--- config.mk ---
export PLATFORM = sky130hd
export DESIGN_NAME = rpr_device_flat
export DESIGN_NICKNAME = d
export VERILOG_FILES = /design/src/rpr_pkg.sv /design/src/rpr_link_if.sv /design/src/rpr_sync.sv /design/src/rpr_device.sv /design/src/flat_wrapper.sv
export SDC_FILE = /design/constraint.sdc
export NUM_CORES = 1
export LEC_CHECK = 0
export BUFFER_PORTS_ARGS = -buffer_cell sky130_fd_sc_hd__buf_4
export CAP_MARGIN = 20
export CORE_ASPECT_RATIO = 1.1
export CORE_MARGIN = 3
export CORE_UTILIZATION = 55
export CTS_CLUSTER_DIAMETER = 60
export DETAILED_ROUTE_END_ITERATION = 6
export PLACE_DENSITY_LB_ADDON = 0.1
export SYNTH_ARGS = -nofsm -noshare
export SYNTH_HDL_FRONTEND = slang
export SYNTH_SLANG_ARGS = --single-unit
--- constraint.sdc ---
create_clock -name clock -period 4.7 [get_ports clock]
set_input_delay 0.235 -clock clock [delete_from_list [all_inputs] [get_ports clock]]
set_output_delay 0.235 -clock clock [all_outputs]
set_load 0.01 [all_outputs]
--- src/rpr_pkg.sv ---
// Purpose: Shared constants for the read-parameter register link.
// Assumes: Single-line serial framing, mode 0, most significant bit first.
// Notes: Opcodes, field positions and default dummy counts live here.
package rpr_pkg;
    localparam logic [7:0] OP_SET_PERSIST = 8'h65;
    localparam logic [7:0] OP_SET_WORK_A = 8'hc0;
    localparam logic [7:0] OP_SET_WORK_B = 8'h63;
    localparam logic [7:0] OP_FAST_SDR = 8'h0b;
    localparam logic [7:0] OP_FAST_SDR4 = 8'h0c;
    localparam logic [7:0] OP_FAST_DDR = 8'h0d;
    localparam logic [7:0] OP_FAST_DDR4 = 8'h0e;
    localparam logic [7:0] OP_DUAL_OUT = 8'h3b;
    localparam logic [7:0] OP_DUAL_OUT4 = 8'h3c;
    localparam logic [7:0] OP_DUAL_IO = 8'hbb;
    localparam logic [7:0] OP_DUAL_IO4 = 8'hbc;
    localparam logic [7:0] OP_DUAL_IO_DDR = 8'hbd;
    localparam logic [7:0] OP_DUAL_IO_DDR4 = 8'hbe;
    localparam logic [7:0] OP_QUAD_OUT = 8'h6b;
    localparam logic [7:0] OP_QUAD_OUT4 = 8'h6c;
    localparam logic [7:0] OP_QUAD_IO = 8'heb;
    localparam logic [7:0] OP_QUAD_IO4 = 8'hec;
    localparam logic [7:0] OP_QUAD_IO_DDR = 8'hed;
    localparam logic [7:0] OP_QUAD_IO_DDR4 = 8'hee;
    localparam logic [7:0] OP_UNIQUE_ID = 8'h4b;
    localparam logic [7:0] OP_INFO_ROW = 8'h68;
    localparam logic [7:0] RP_RESET = 8'h00;
    localparam int PIN_ROLE_BIT = 7;
    localparam int DUMMY_HI = 6;
    localparam int DUMMY_LO = 3;
    localparam int WRAP_BIT = 2;
    localparam int BURST_HI = 1;
    localparam int BURST_LO = 0;
    localparam logic [3:0] DUMMY_FAST_SPI = 4'h8;
    localparam logic [3:0] DUMMY_FAST_QPI = 4'h6;
    localparam logic [3:0] DUMMY_OUT = 4'h8;
    localparam logic [3:0] DUMMY_DUAL_IO = 4'h4;
    localparam logic [3:0] DUMMY_QUAD_IO = 4'h6;
    localparam int SCK_HALF = 4;
    localparam logic [2:0] REG_CTRL = 3'h0;
    localparam logic [2:0] REG_DATA = 3'h1;
    localparam logic [2:0] REG_STATUS = 3'h2;
    localparam int CTRL_GO = 0;
    localparam int CTRL_PERSIST = 1;
    localparam int CTRL_ALT_OP = 2;
endpackage : rpr_pkg

--- src/rpr_link_if.sv ---
// Purpose: Serial link between the controller and the register device.
// Assumes: Controller makes the serial clock and chip enable.
// Notes: Only the data-in line is used by the register set commands.
`timescale 1ns/1ps
interface rpr_link_if;
    logic sck;
    logic ce_n;
    logic sdi;
    modport dev (input sck, input ce_n, input sdi);
    modport ctl (output sck, output ce_n, output sdi);
endinterface : rpr_link_if

--- src/rpr_sync.sv ---
// Purpose: Two flip-flop synchroniser for link pins.
// Assumes: Inputs are asynchronous to clock.
// Notes: First stage is read only by the second; reset loads each line's idle level.
`timescale 1ns/1ps
module rpr_sync #(
    parameter int W = 3,
    parameter logic [W-1:0] RST_VAL = '0
) (
    // System.
    input wire logic clock,
    input wire logic rstn,
    // Data.
    input wire logic [W-1:0] d,
    output logic [W-1:0] q
);
    logic [W-1:0] meta;
    logic [W-1:0] stage;

    always_ff @(posedge clock or negedge rstn) begin
        if (!rstn) begin
            meta <= RST_VAL;
            stage <= RST_VAL;
        end else begin
            meta <= d;
            stage <= meta;
        end
    end

    // Starting at the idle levels keeps a false edge from following reset.
    assign q = stage;
endmodule : rpr_sync

--- src/rpr_device.sv ---
// Summary of operation
// - Two copies; working loads from persistent.
// - Opcode 65h then byte sets persistent.
// - Opcode C0h or 63h sets working.
// - Bit 7 picks hold or reset role.
// - Quad or four-line mode makes pin data_line_3.
// - Dedicated reset enabled forces hold role.
// - Bits 1:0 pick 8 to 64 bytes.
// - Wrap enable picks burst or array wrap.
// - Bits 6:3 give 1 to 15 dummies.
// - Zero field applies per-command defaults.
// - Identifier and info-row reads use fast defaults.
// - Listed read opcodes use the dummy setting.
// - Controller programs enough dummies for rate.
// - Controller leaves mode nibble floating when equal.
// - Double-rate dual read absent in four-line mode.
// - Separate-reset disable moves reset to shared pin.
//
// Purpose: Read-parameter register of a serial flash, with derived controls.
// Assumes: Single-line commands on the link; the link clock is sampled.
// Notes: Persistent copy is a register that survives rstn (power_on_n resets it).
// Notes: Only a complete opcode and data byte in one frame update a copy.
`timescale 1ns/1ps
module rpr_device #(
    parameter int ADDR_W = 24
) (
    // System.
    input wire logic clock,
    input wire logic rstn,
    input wire logic power_on_n,
    // Link.
    rpr_link_if.dev link,
    // Mode inputs.
    input wire logic quad_enable,
    input wire logic four_line_mode,
    input wire logic sep_reset_disable,
    input wire logic [7:0] read_opcode,
    input wire logic [ADDR_W-1:0] read_addr,
    input wire logic read_step,
    // Outputs.
    output logic [7:0] read_parameters,
    output logic [7:0] persist_parameters,
    output logic pin_is_reset,
    output logic pin_is_data_line_3,
    output logic [3:0] dummy_cycles,
    output logic read_refused,
    output logic [6:0] burst_bytes,
    output logic wrap_enable,
    output logic [ADDR_W-1:0] next_read_addr
);
    logic [2:0] pins;
    logic sck_d;
    logic [2:0] bit_cnt;
    logic [7:0] shreg;
    logic have_op;
    typedef enum logic [1:0] {
        RPR_TGT_NONE = 2'b00,
        RPR_TGT_PERSIST = 2'b01,
        RPR_TGT_WORK = 2'b10
    } rpr_target_t;

    rpr_target_t target;
    logic load_pending;
    logic [7:0] next_byte;
    logic sck_rise;
    logic ce_n_s;
    logic write_done;

    // Default dummy count per read command, used when the dummy field is zero.
    function automatic logic [3:0] dflt_dummy(input logic [7:0] op, input logic qpi);
        unique case (op)
            rpr_pkg::OP_FAST_SDR, rpr_pkg::OP_FAST_SDR4, rpr_pkg::OP_FAST_DDR,
            rpr_pkg::OP_FAST_DDR4, rpr_pkg::OP_UNIQUE_ID, rpr_pkg::OP_INFO_ROW:
                dflt_dummy = qpi ? rpr_pkg::DUMMY_FAST_QPI : rpr_pkg::DUMMY_FAST_SPI;
            rpr_pkg::OP_DUAL_OUT, rpr_pkg::OP_DUAL_OUT4, rpr_pkg::OP_QUAD_OUT,
            rpr_pkg::OP_QUAD_OUT4:
                dflt_dummy = rpr_pkg::DUMMY_OUT;
            rpr_pkg::OP_DUAL_IO, rpr_pkg::OP_DUAL_IO4, rpr_pkg::OP_DUAL_IO_DDR,
            rpr_pkg::OP_DUAL_IO_DDR4:
                dflt_dummy = rpr_pkg::DUMMY_DUAL_IO;
            rpr_pkg::OP_QUAD_IO, rpr_pkg::OP_QUAD_IO4, rpr_pkg::OP_QUAD_IO_DDR,
            rpr_pkg::OP_QUAD_IO_DDR4:
                dflt_dummy = rpr_pkg::DUMMY_QUAD_IO;
            default:
                dflt_dummy = 4'h0;
        endcase
    endfunction : dflt_dummy

    // Link pins cross through two flip-flops; reset shows an idle, deselected link.
    rpr_sync #(.W(3), .RST_VAL(3'b010)) u_sync (
        .clock(clock),
        .rstn(rstn),
        .d({link.sck, link.ce_n, link.sdi}),
        .q(pins)
    );

    assign ce_n_s = pins[1];
    assign sck_rise = pins[2] & ~sck_d & ~ce_n_s;
    assign next_byte = {shreg[6:0], pins[0]};
    // The eighth rise of the second byte completes a set command.
    assign write_done = sck_rise && bit_cnt == 3'h7 && have_op;

    // Previous synchronised link clock, for rise detection.
    always_ff @(posedge clock or negedge rstn) begin
        if (!rstn) begin
            sck_d <= 1'b0;
        end else begin
            sck_d <= pins[2];
        end
    end

    // Shift in opcode then data byte; the target records which copy the byte is for.
    // A cut frame clears the decoder, so a partial byte never reaches either copy.
    always_ff @(posedge clock or negedge rstn) begin
        if (!rstn) begin
            bit_cnt <= 3'h0;
            shreg <= 8'h00;
            have_op <= 1'b0;
            target <= RPR_TGT_NONE;
        end else if (ce_n_s) begin
            bit_cnt <= 3'h0;
            have_op <= 1'b0;
            target <= RPR_TGT_NONE;
        end else if (sck_rise) begin
            shreg <= next_byte;
            bit_cnt <= bit_cnt + 3'h1;
            if (bit_cnt == 3'h7) begin
                if (!have_op) begin
                    have_op <= 1'b1;
                    if (next_byte == rpr_pkg::OP_SET_PERSIST) begin
                        target <= RPR_TGT_PERSIST;
                    end else if (next_byte == rpr_pkg::OP_SET_WORK_A ||
                                 next_byte == rpr_pkg::OP_SET_WORK_B) begin
                        target <= RPR_TGT_WORK;
                    end else begin
                        target <= RPR_TGT_NONE;
                    end
                end else begin
                    target <= RPR_TGT_NONE;
                end
            end
        end
    end

    // Persistent copy: only power_on_n clears it, not the functional reset.
    always_ff @(posedge clock or negedge power_on_n) begin
        if (!power_on_n) begin
            persist_parameters <= rpr_pkg::RP_RESET;
        end else if (write_done && target == RPR_TGT_PERSIST) begin
            persist_parameters <= next_byte;
        end
    end

    // Working copy: reloads from the persistent copy on the first edge after reset.
    always_ff @(posedge clock or negedge rstn) begin
        if (!rstn) begin
            load_pending <= 1'b1;
            read_parameters <= rpr_pkg::RP_RESET;
        end else if (load_pending) begin
            load_pending <= 1'b0;
            read_parameters <= persist_parameters;
        end else if (write_done && target == RPR_TGT_WORK) begin
            read_parameters <= next_byte;
        end
    end

    // Pin role and read timing decode.
    // Each output follows the working copy and the mode inputs one edge later.
    always_ff @(posedge clock or negedge rstn) begin
        if (!rstn) begin
            pin_is_reset <= 1'b0;
            pin_is_data_line_3 <= 1'b0;
            dummy_cycles <= 4'h0;
            read_refused <= 1'b0;
            burst_bytes <= 7'd8;
            wrap_enable <= 1'b0;
        end else begin
            pin_is_data_line_3 <= quad_enable | four_line_mode;
            pin_is_reset <= !(quad_enable | four_line_mode) && sep_reset_disable
                            && read_parameters[rpr_pkg::PIN_ROLE_BIT];
            if (read_parameters[rpr_pkg::DUMMY_HI:rpr_pkg::DUMMY_LO] != 4'h0) begin
                dummy_cycles <= read_parameters[rpr_pkg::DUMMY_HI:rpr_pkg::DUMMY_LO];
            end else begin
                dummy_cycles <= dflt_dummy(read_opcode, four_line_mode);
            end
            read_refused <= four_line_mode && (read_opcode == rpr_pkg::OP_DUAL_IO_DDR ||
                            read_opcode == rpr_pkg::OP_DUAL_IO_DDR4);
            burst_bytes <= 7'd8 << read_parameters[rpr_pkg::BURST_HI:rpr_pkg::BURST_LO];
            wrap_enable <= read_parameters[rpr_pkg::WRAP_BIT];
        end
    end

    // Address stepping for a continuous read.
    // Without wrap the address rolls over only at the top of the array.
    logic [ADDR_W-1:0] win_mask;
    logic [ADDR_W-1:0] inc_addr;
    assign win_mask = ADDR_W'(burst_bytes) - ADDR_W'(1);
    assign inc_addr = read_addr + ADDR_W'(1);

    always_ff @(posedge clock or negedge rstn) begin
        if (!rstn) begin
            next_read_addr <= '0;
        end else if (read_step) begin
            if (wrap_enable) begin
                next_read_addr <= (read_addr & ~win_mask) | (inc_addr & win_mask);
            end else begin
                next_read_addr <= inc_addr;
            end
        end
    end
endmodule : rpr_device

--- src/flat_wrapper.sv ---
// flat-port wrapper written by rule: the top's interface ports become plain ports
module rpr_device_flat 
#(
    parameter int ADDR_W = 24
)
  (clock, rstn, power_on_n, quad_enable, four_line_mode, sep_reset_disable, read_opcode, read_addr, read_step, read_parameters, persist_parameters, pin_is_reset, pin_is_data_line_3, dummy_cycles, read_refused, burst_bytes, wrap_enable, next_read_addr, link_sck, link_ce_n, link_sdi);
  rpr_link_if link_i ();
  input wire logic clock;
  input wire logic rstn;
  input wire logic power_on_n;
  input wire logic quad_enable;
  input wire logic four_line_mode;
  input wire logic sep_reset_disable;
  input wire logic [7:0] read_opcode;
  input wire logic [ADDR_W-1:0] read_addr;
  input wire logic read_step;
  output logic [7:0] read_parameters;
  output logic [7:0] persist_parameters;
  output logic pin_is_reset;
  output logic pin_is_data_line_3;
  output logic [3:0] dummy_cycles;
  output logic read_refused;
  output logic [6:0] burst_bytes;
  output logic wrap_enable;
  output logic [ADDR_W-1:0] next_read_addr;
  input wire logic [$bits(link_i.sck)-1:0] link_sck;
  input wire logic [$bits(link_i.ce_n)-1:0] link_ce_n;
  input wire logic [$bits(link_i.sdi)-1:0] link_sdi;
  assign link_i.sck = link_sck;
  assign link_i.ce_n = link_ce_n;
  assign link_i.sdi = link_sdi;
  rpr_device #(.ADDR_W(ADDR_W)) u_core (.clock(clock), .rstn(rstn), .power_on_n(power_on_n), .link(link_i), .quad_enable(quad_enable), .four_line_mode(four_line_mode), .sep_reset_disable(sep_reset_disable), .read_opcode(read_opcode), .read_addr(read_addr), .read_step(read_step), .read_parameters(read_parameters), .persist_parameters(persist_parameters), .pin_is_reset(pin_is_reset), .pin_is_data_line_3(pin_is_data_line_3), .dummy_cycles(dummy_cycles), .read_refused(read_refused), .burst_bytes(burst_bytes), .wrap_enable(wrap_enable), .next_read_addr(next_read_addr));
endmodule
==> flow_summary.yaml <==
timing:
  post-route-period-util_pct: 50.3
  hold_slack_ns: -0.0164
  hold_viol: 14
  fmax_mhz: 423
  slew_headroom_pct: 33.8
  rsz0062_at_grt: "false"
  finClkSkew_ns: 0.0104
  tns_ns: 0
  tightest_slew_ns: 0.989
  min_period_ns: 2.36
  finalMaxSlewViolations: 0
  setup_violations: 0
layout:
  layout-drive-gt1-share_pct: 31.4
  antenna_cells: 0
  fin_cells: 501
  syn2layout_area_growth_pct: 28.7
  finalNetCount: 465
  fin_area_um2: 4460
  nFillCells: 444
yosys:
  synth_common_cells: "dfrtp_1, nor2_1, o21ai_0, nand2_1, mux2_2"
  yosysTopAreaCellShare_pct: 49.8
  ys_seq_area_share_pct: 52.9
  synthArstFlopShare_pct: 100
  synth.yosys.warnings: 0
  synth_edf_count: 0
  ys.flop_type: "dfrtp_1"
  synth.avg_cell_area_um2: 10.6
  synth_top_cell_by_area: "dfrtp_1"
  netlist_area_um2: 3470
  synth_cell_types: 48
  synthCells: 326
  synth_area_leaders: "dfrtp_1, mux2_2, nor2_1"
  synth.most_common_cell: "dfrtp_1"
  ys_ff_latch: 73
clock_network:
  cts_tree: "yes"
  cts_max_path_buffers: 2
  root_buffer: "clkbuf_8"
  cts_setup_buffers: 0
  numCtsBuffers: 9
  clk-insertion-delay-late_ns: 0.33
  clkSlewWorstSetupHoldPaths_ns: 0.08
  cts.sinks: 73
  htree_levels: 3
floorplan:
  start_util_pct: 58.2
  io-pin-count: 97
  die_w_um: 81.7
  die_area_um2: 7290
  rows: 29
  fp.coreArea_um2: 5950
  fp.dieH_um: 89.3
detailed_routing:
  drtIter0Drc: 112
  wl_per_cell_um: 15.1
  drc: 0
  ant_nets: 0
  via_per_inst: 5.55
  dr_total_vias: 2779
  detail_route.first_pass.iterations: 4
  drt-total-wl_um: 7550
power_and_ir_drop:
  ir_drop_mv: 0.260
  power_density_nw_per_um2: 372
  leakage_nw: 2.04
grt:
  antenna_found_initial: 0
  grt_max_degree: 66
  grt_usage_pct: 21.9
  grt_pass1_vias: 2643
  grt_pass1_wl_um: 12200
  grt_overflow: 0
flow_run:
  maxCapViolCount: 0
setup_path:
  start_kind: "register"
  cp_max_fo: 8
  ff2ff_path_depth: 6
  cp.arrival_ns: 2.61
  r2r-start: "u_core.burst_bytes[4]"
  timing.rr.end: "u_core.next_read_addr[23]"
  criticalPathCategory: "register to register"
  end_kind: "register"
  endpoint: "u_core.next_read_addr[23]"
  r2r_slack_ns: 2.34
  worstPathRequired_ns: 4.95
  startpoint: "u_core.burst_bytes[4]"
placed_design:
  io_buffers: 93
  placed_area_um2: 4190
  place_inst: 481
  place.gp.congestion: 0.797
  dp_hpwl_um: 5480
status:
  violations: "negative hold slack"
  status: "finished, violations left"
min_path:
  hp-class: "input pin to asynchronous set/reset pin"
[how the worst min path moves through the flow]
stage | end | slack [ns] | depth (start not counted)
2_1_floorplan | u_core.bit_cnt[0] | -0.06 | 0
3_3_place_gp | u_core.persist_parameters[0] | 0.06 | 1
3_5_place_dp | u_core.persist_parameters[1] | 0.06 | 1
4_1_cts | u_core.next_read_addr[18] | 0.006 | 1
5_1_grt | u_core.next_read_addr[5] | 0.04 | 1
6_report | u_core.next_read_addr[20] | -0.02 | 1
[critical path, stage by stage, from the launching register on]
cell	delay (ns)
dfrtp_1	0.40
inv_1	0.06
ha_1	0.16
or3b_1	0.49
a2111o_1	0.51
or4_1	0.48
a31oi_1	0.17
[routing by layer]
metal	wire, µm	track usage (%)
met2	3940	38.2
met3	402	5.54
met4	87	7.70
met1	3120	26.5
met5	0	0
[logic make-up (layout without fill, tap and decap cells)]
kind of cell               count (synthesis)  count (layout)  share of synthesized area (%)
muxes                                     27              27                           8.38
AOI/OAI and AO/OA                         66              66                           12.6
DFF                                       73              73                           52.9
other                                      1               4                          0.108
adders and majority gates                  4               4                           1.44
buffers and inverters                     29             124                           3.68
xor gates and xnor gates                  14              14                           3.54
and+or+nand+nor                          112             112                           17.4
[sequential cells by signal, indices dropped and copies added (netlist names), 2 cells and up]
signal and cells:
u_core.shreg 7, u_core.dummy_cycles 4, u_core.read_parameters 8, u_core.u_sync.q 3, u_core.bit_cnt 3, u_core.next_read_addr 24, u_core.persist_parameters 8, u_core.u_sync.meta 3
u_core.target 2, u_core.burst_bytes 4
[final cells by class]
cell class              instances  area, µm²  share of cell area, %
clock buffers                  11        131                   2.95
clock inverters                 5        104                   2.33
inverters                      11       41.3                  0.926
multi-input cells             227       1520                   34.0
flip-flops and latches         73       1830                   41.1
well taps                      77       96.3                   2.16
repair buffers                 97        738                   16.5
[metrics by stage]
stage | utilization, % | total power (W) | setup WS, ns
floorplan | - | 0.000934 | 2.45
global placement | 70.3 | 0.00109 | 2.42
detailed placement | 70.3 | 0.00110 | 2.35
CTS | 75.0 | 0.00168 | 2.34
global route | 75.0 | 0.00175 | 2.18
finish | 75.0 | 0.00166 | 2.34
[cells in the final DEF (no fill, tap or decap), drive strengths merged, types with 3 or more instances in the layout]
| cell | count |
|---|---|
| and4 | 3 |
| nor2 | 32 |
| dfstp | 4 |
| ha | 4 |
| mux2i | 11 |
| o21ai | 19 |
| nand2 | 18 |
| or3 | 8 |
| nand3b | 3 |
| a2111oi | 4 |
| nand4 | 7 |
| xnor2 | 13 |
| bufinv | 3 |
| o31ai | 3 |
| and2 | 3 |
| dlygate4sd3 | 4 |
| buf | 93 |
| nand3 | 9 |
| o22ai | 5 |
| and3b | 3 |
| dfrtp | 69 |
| inv | 11 |
| a31oi | 14 |
| conb | 4 |
| a21oi | 12 |
| nand2b | 7 |
| or4 | 3 |
| clkbuf | 11 |
| mux2 | 16 |
[where the power goes]
part / switching (W) / leakage [nW] / internal [W]
clock: 0.000223 / 0.118 / 0.000353
combinational: 0.000140 / 1.02 / 0.000158
sequential: 0.0000796 / 0.901 / 0.000707
total: 0.000443 / 2.04 / 0.00122
[what timing repair did]
action / in CTS / in global routing
hold endpoints to repair: 11 / 0
hold buffers: 4 / 0
gates resized for setup: 0 / 0
Power figures use the tool's default switching activity.
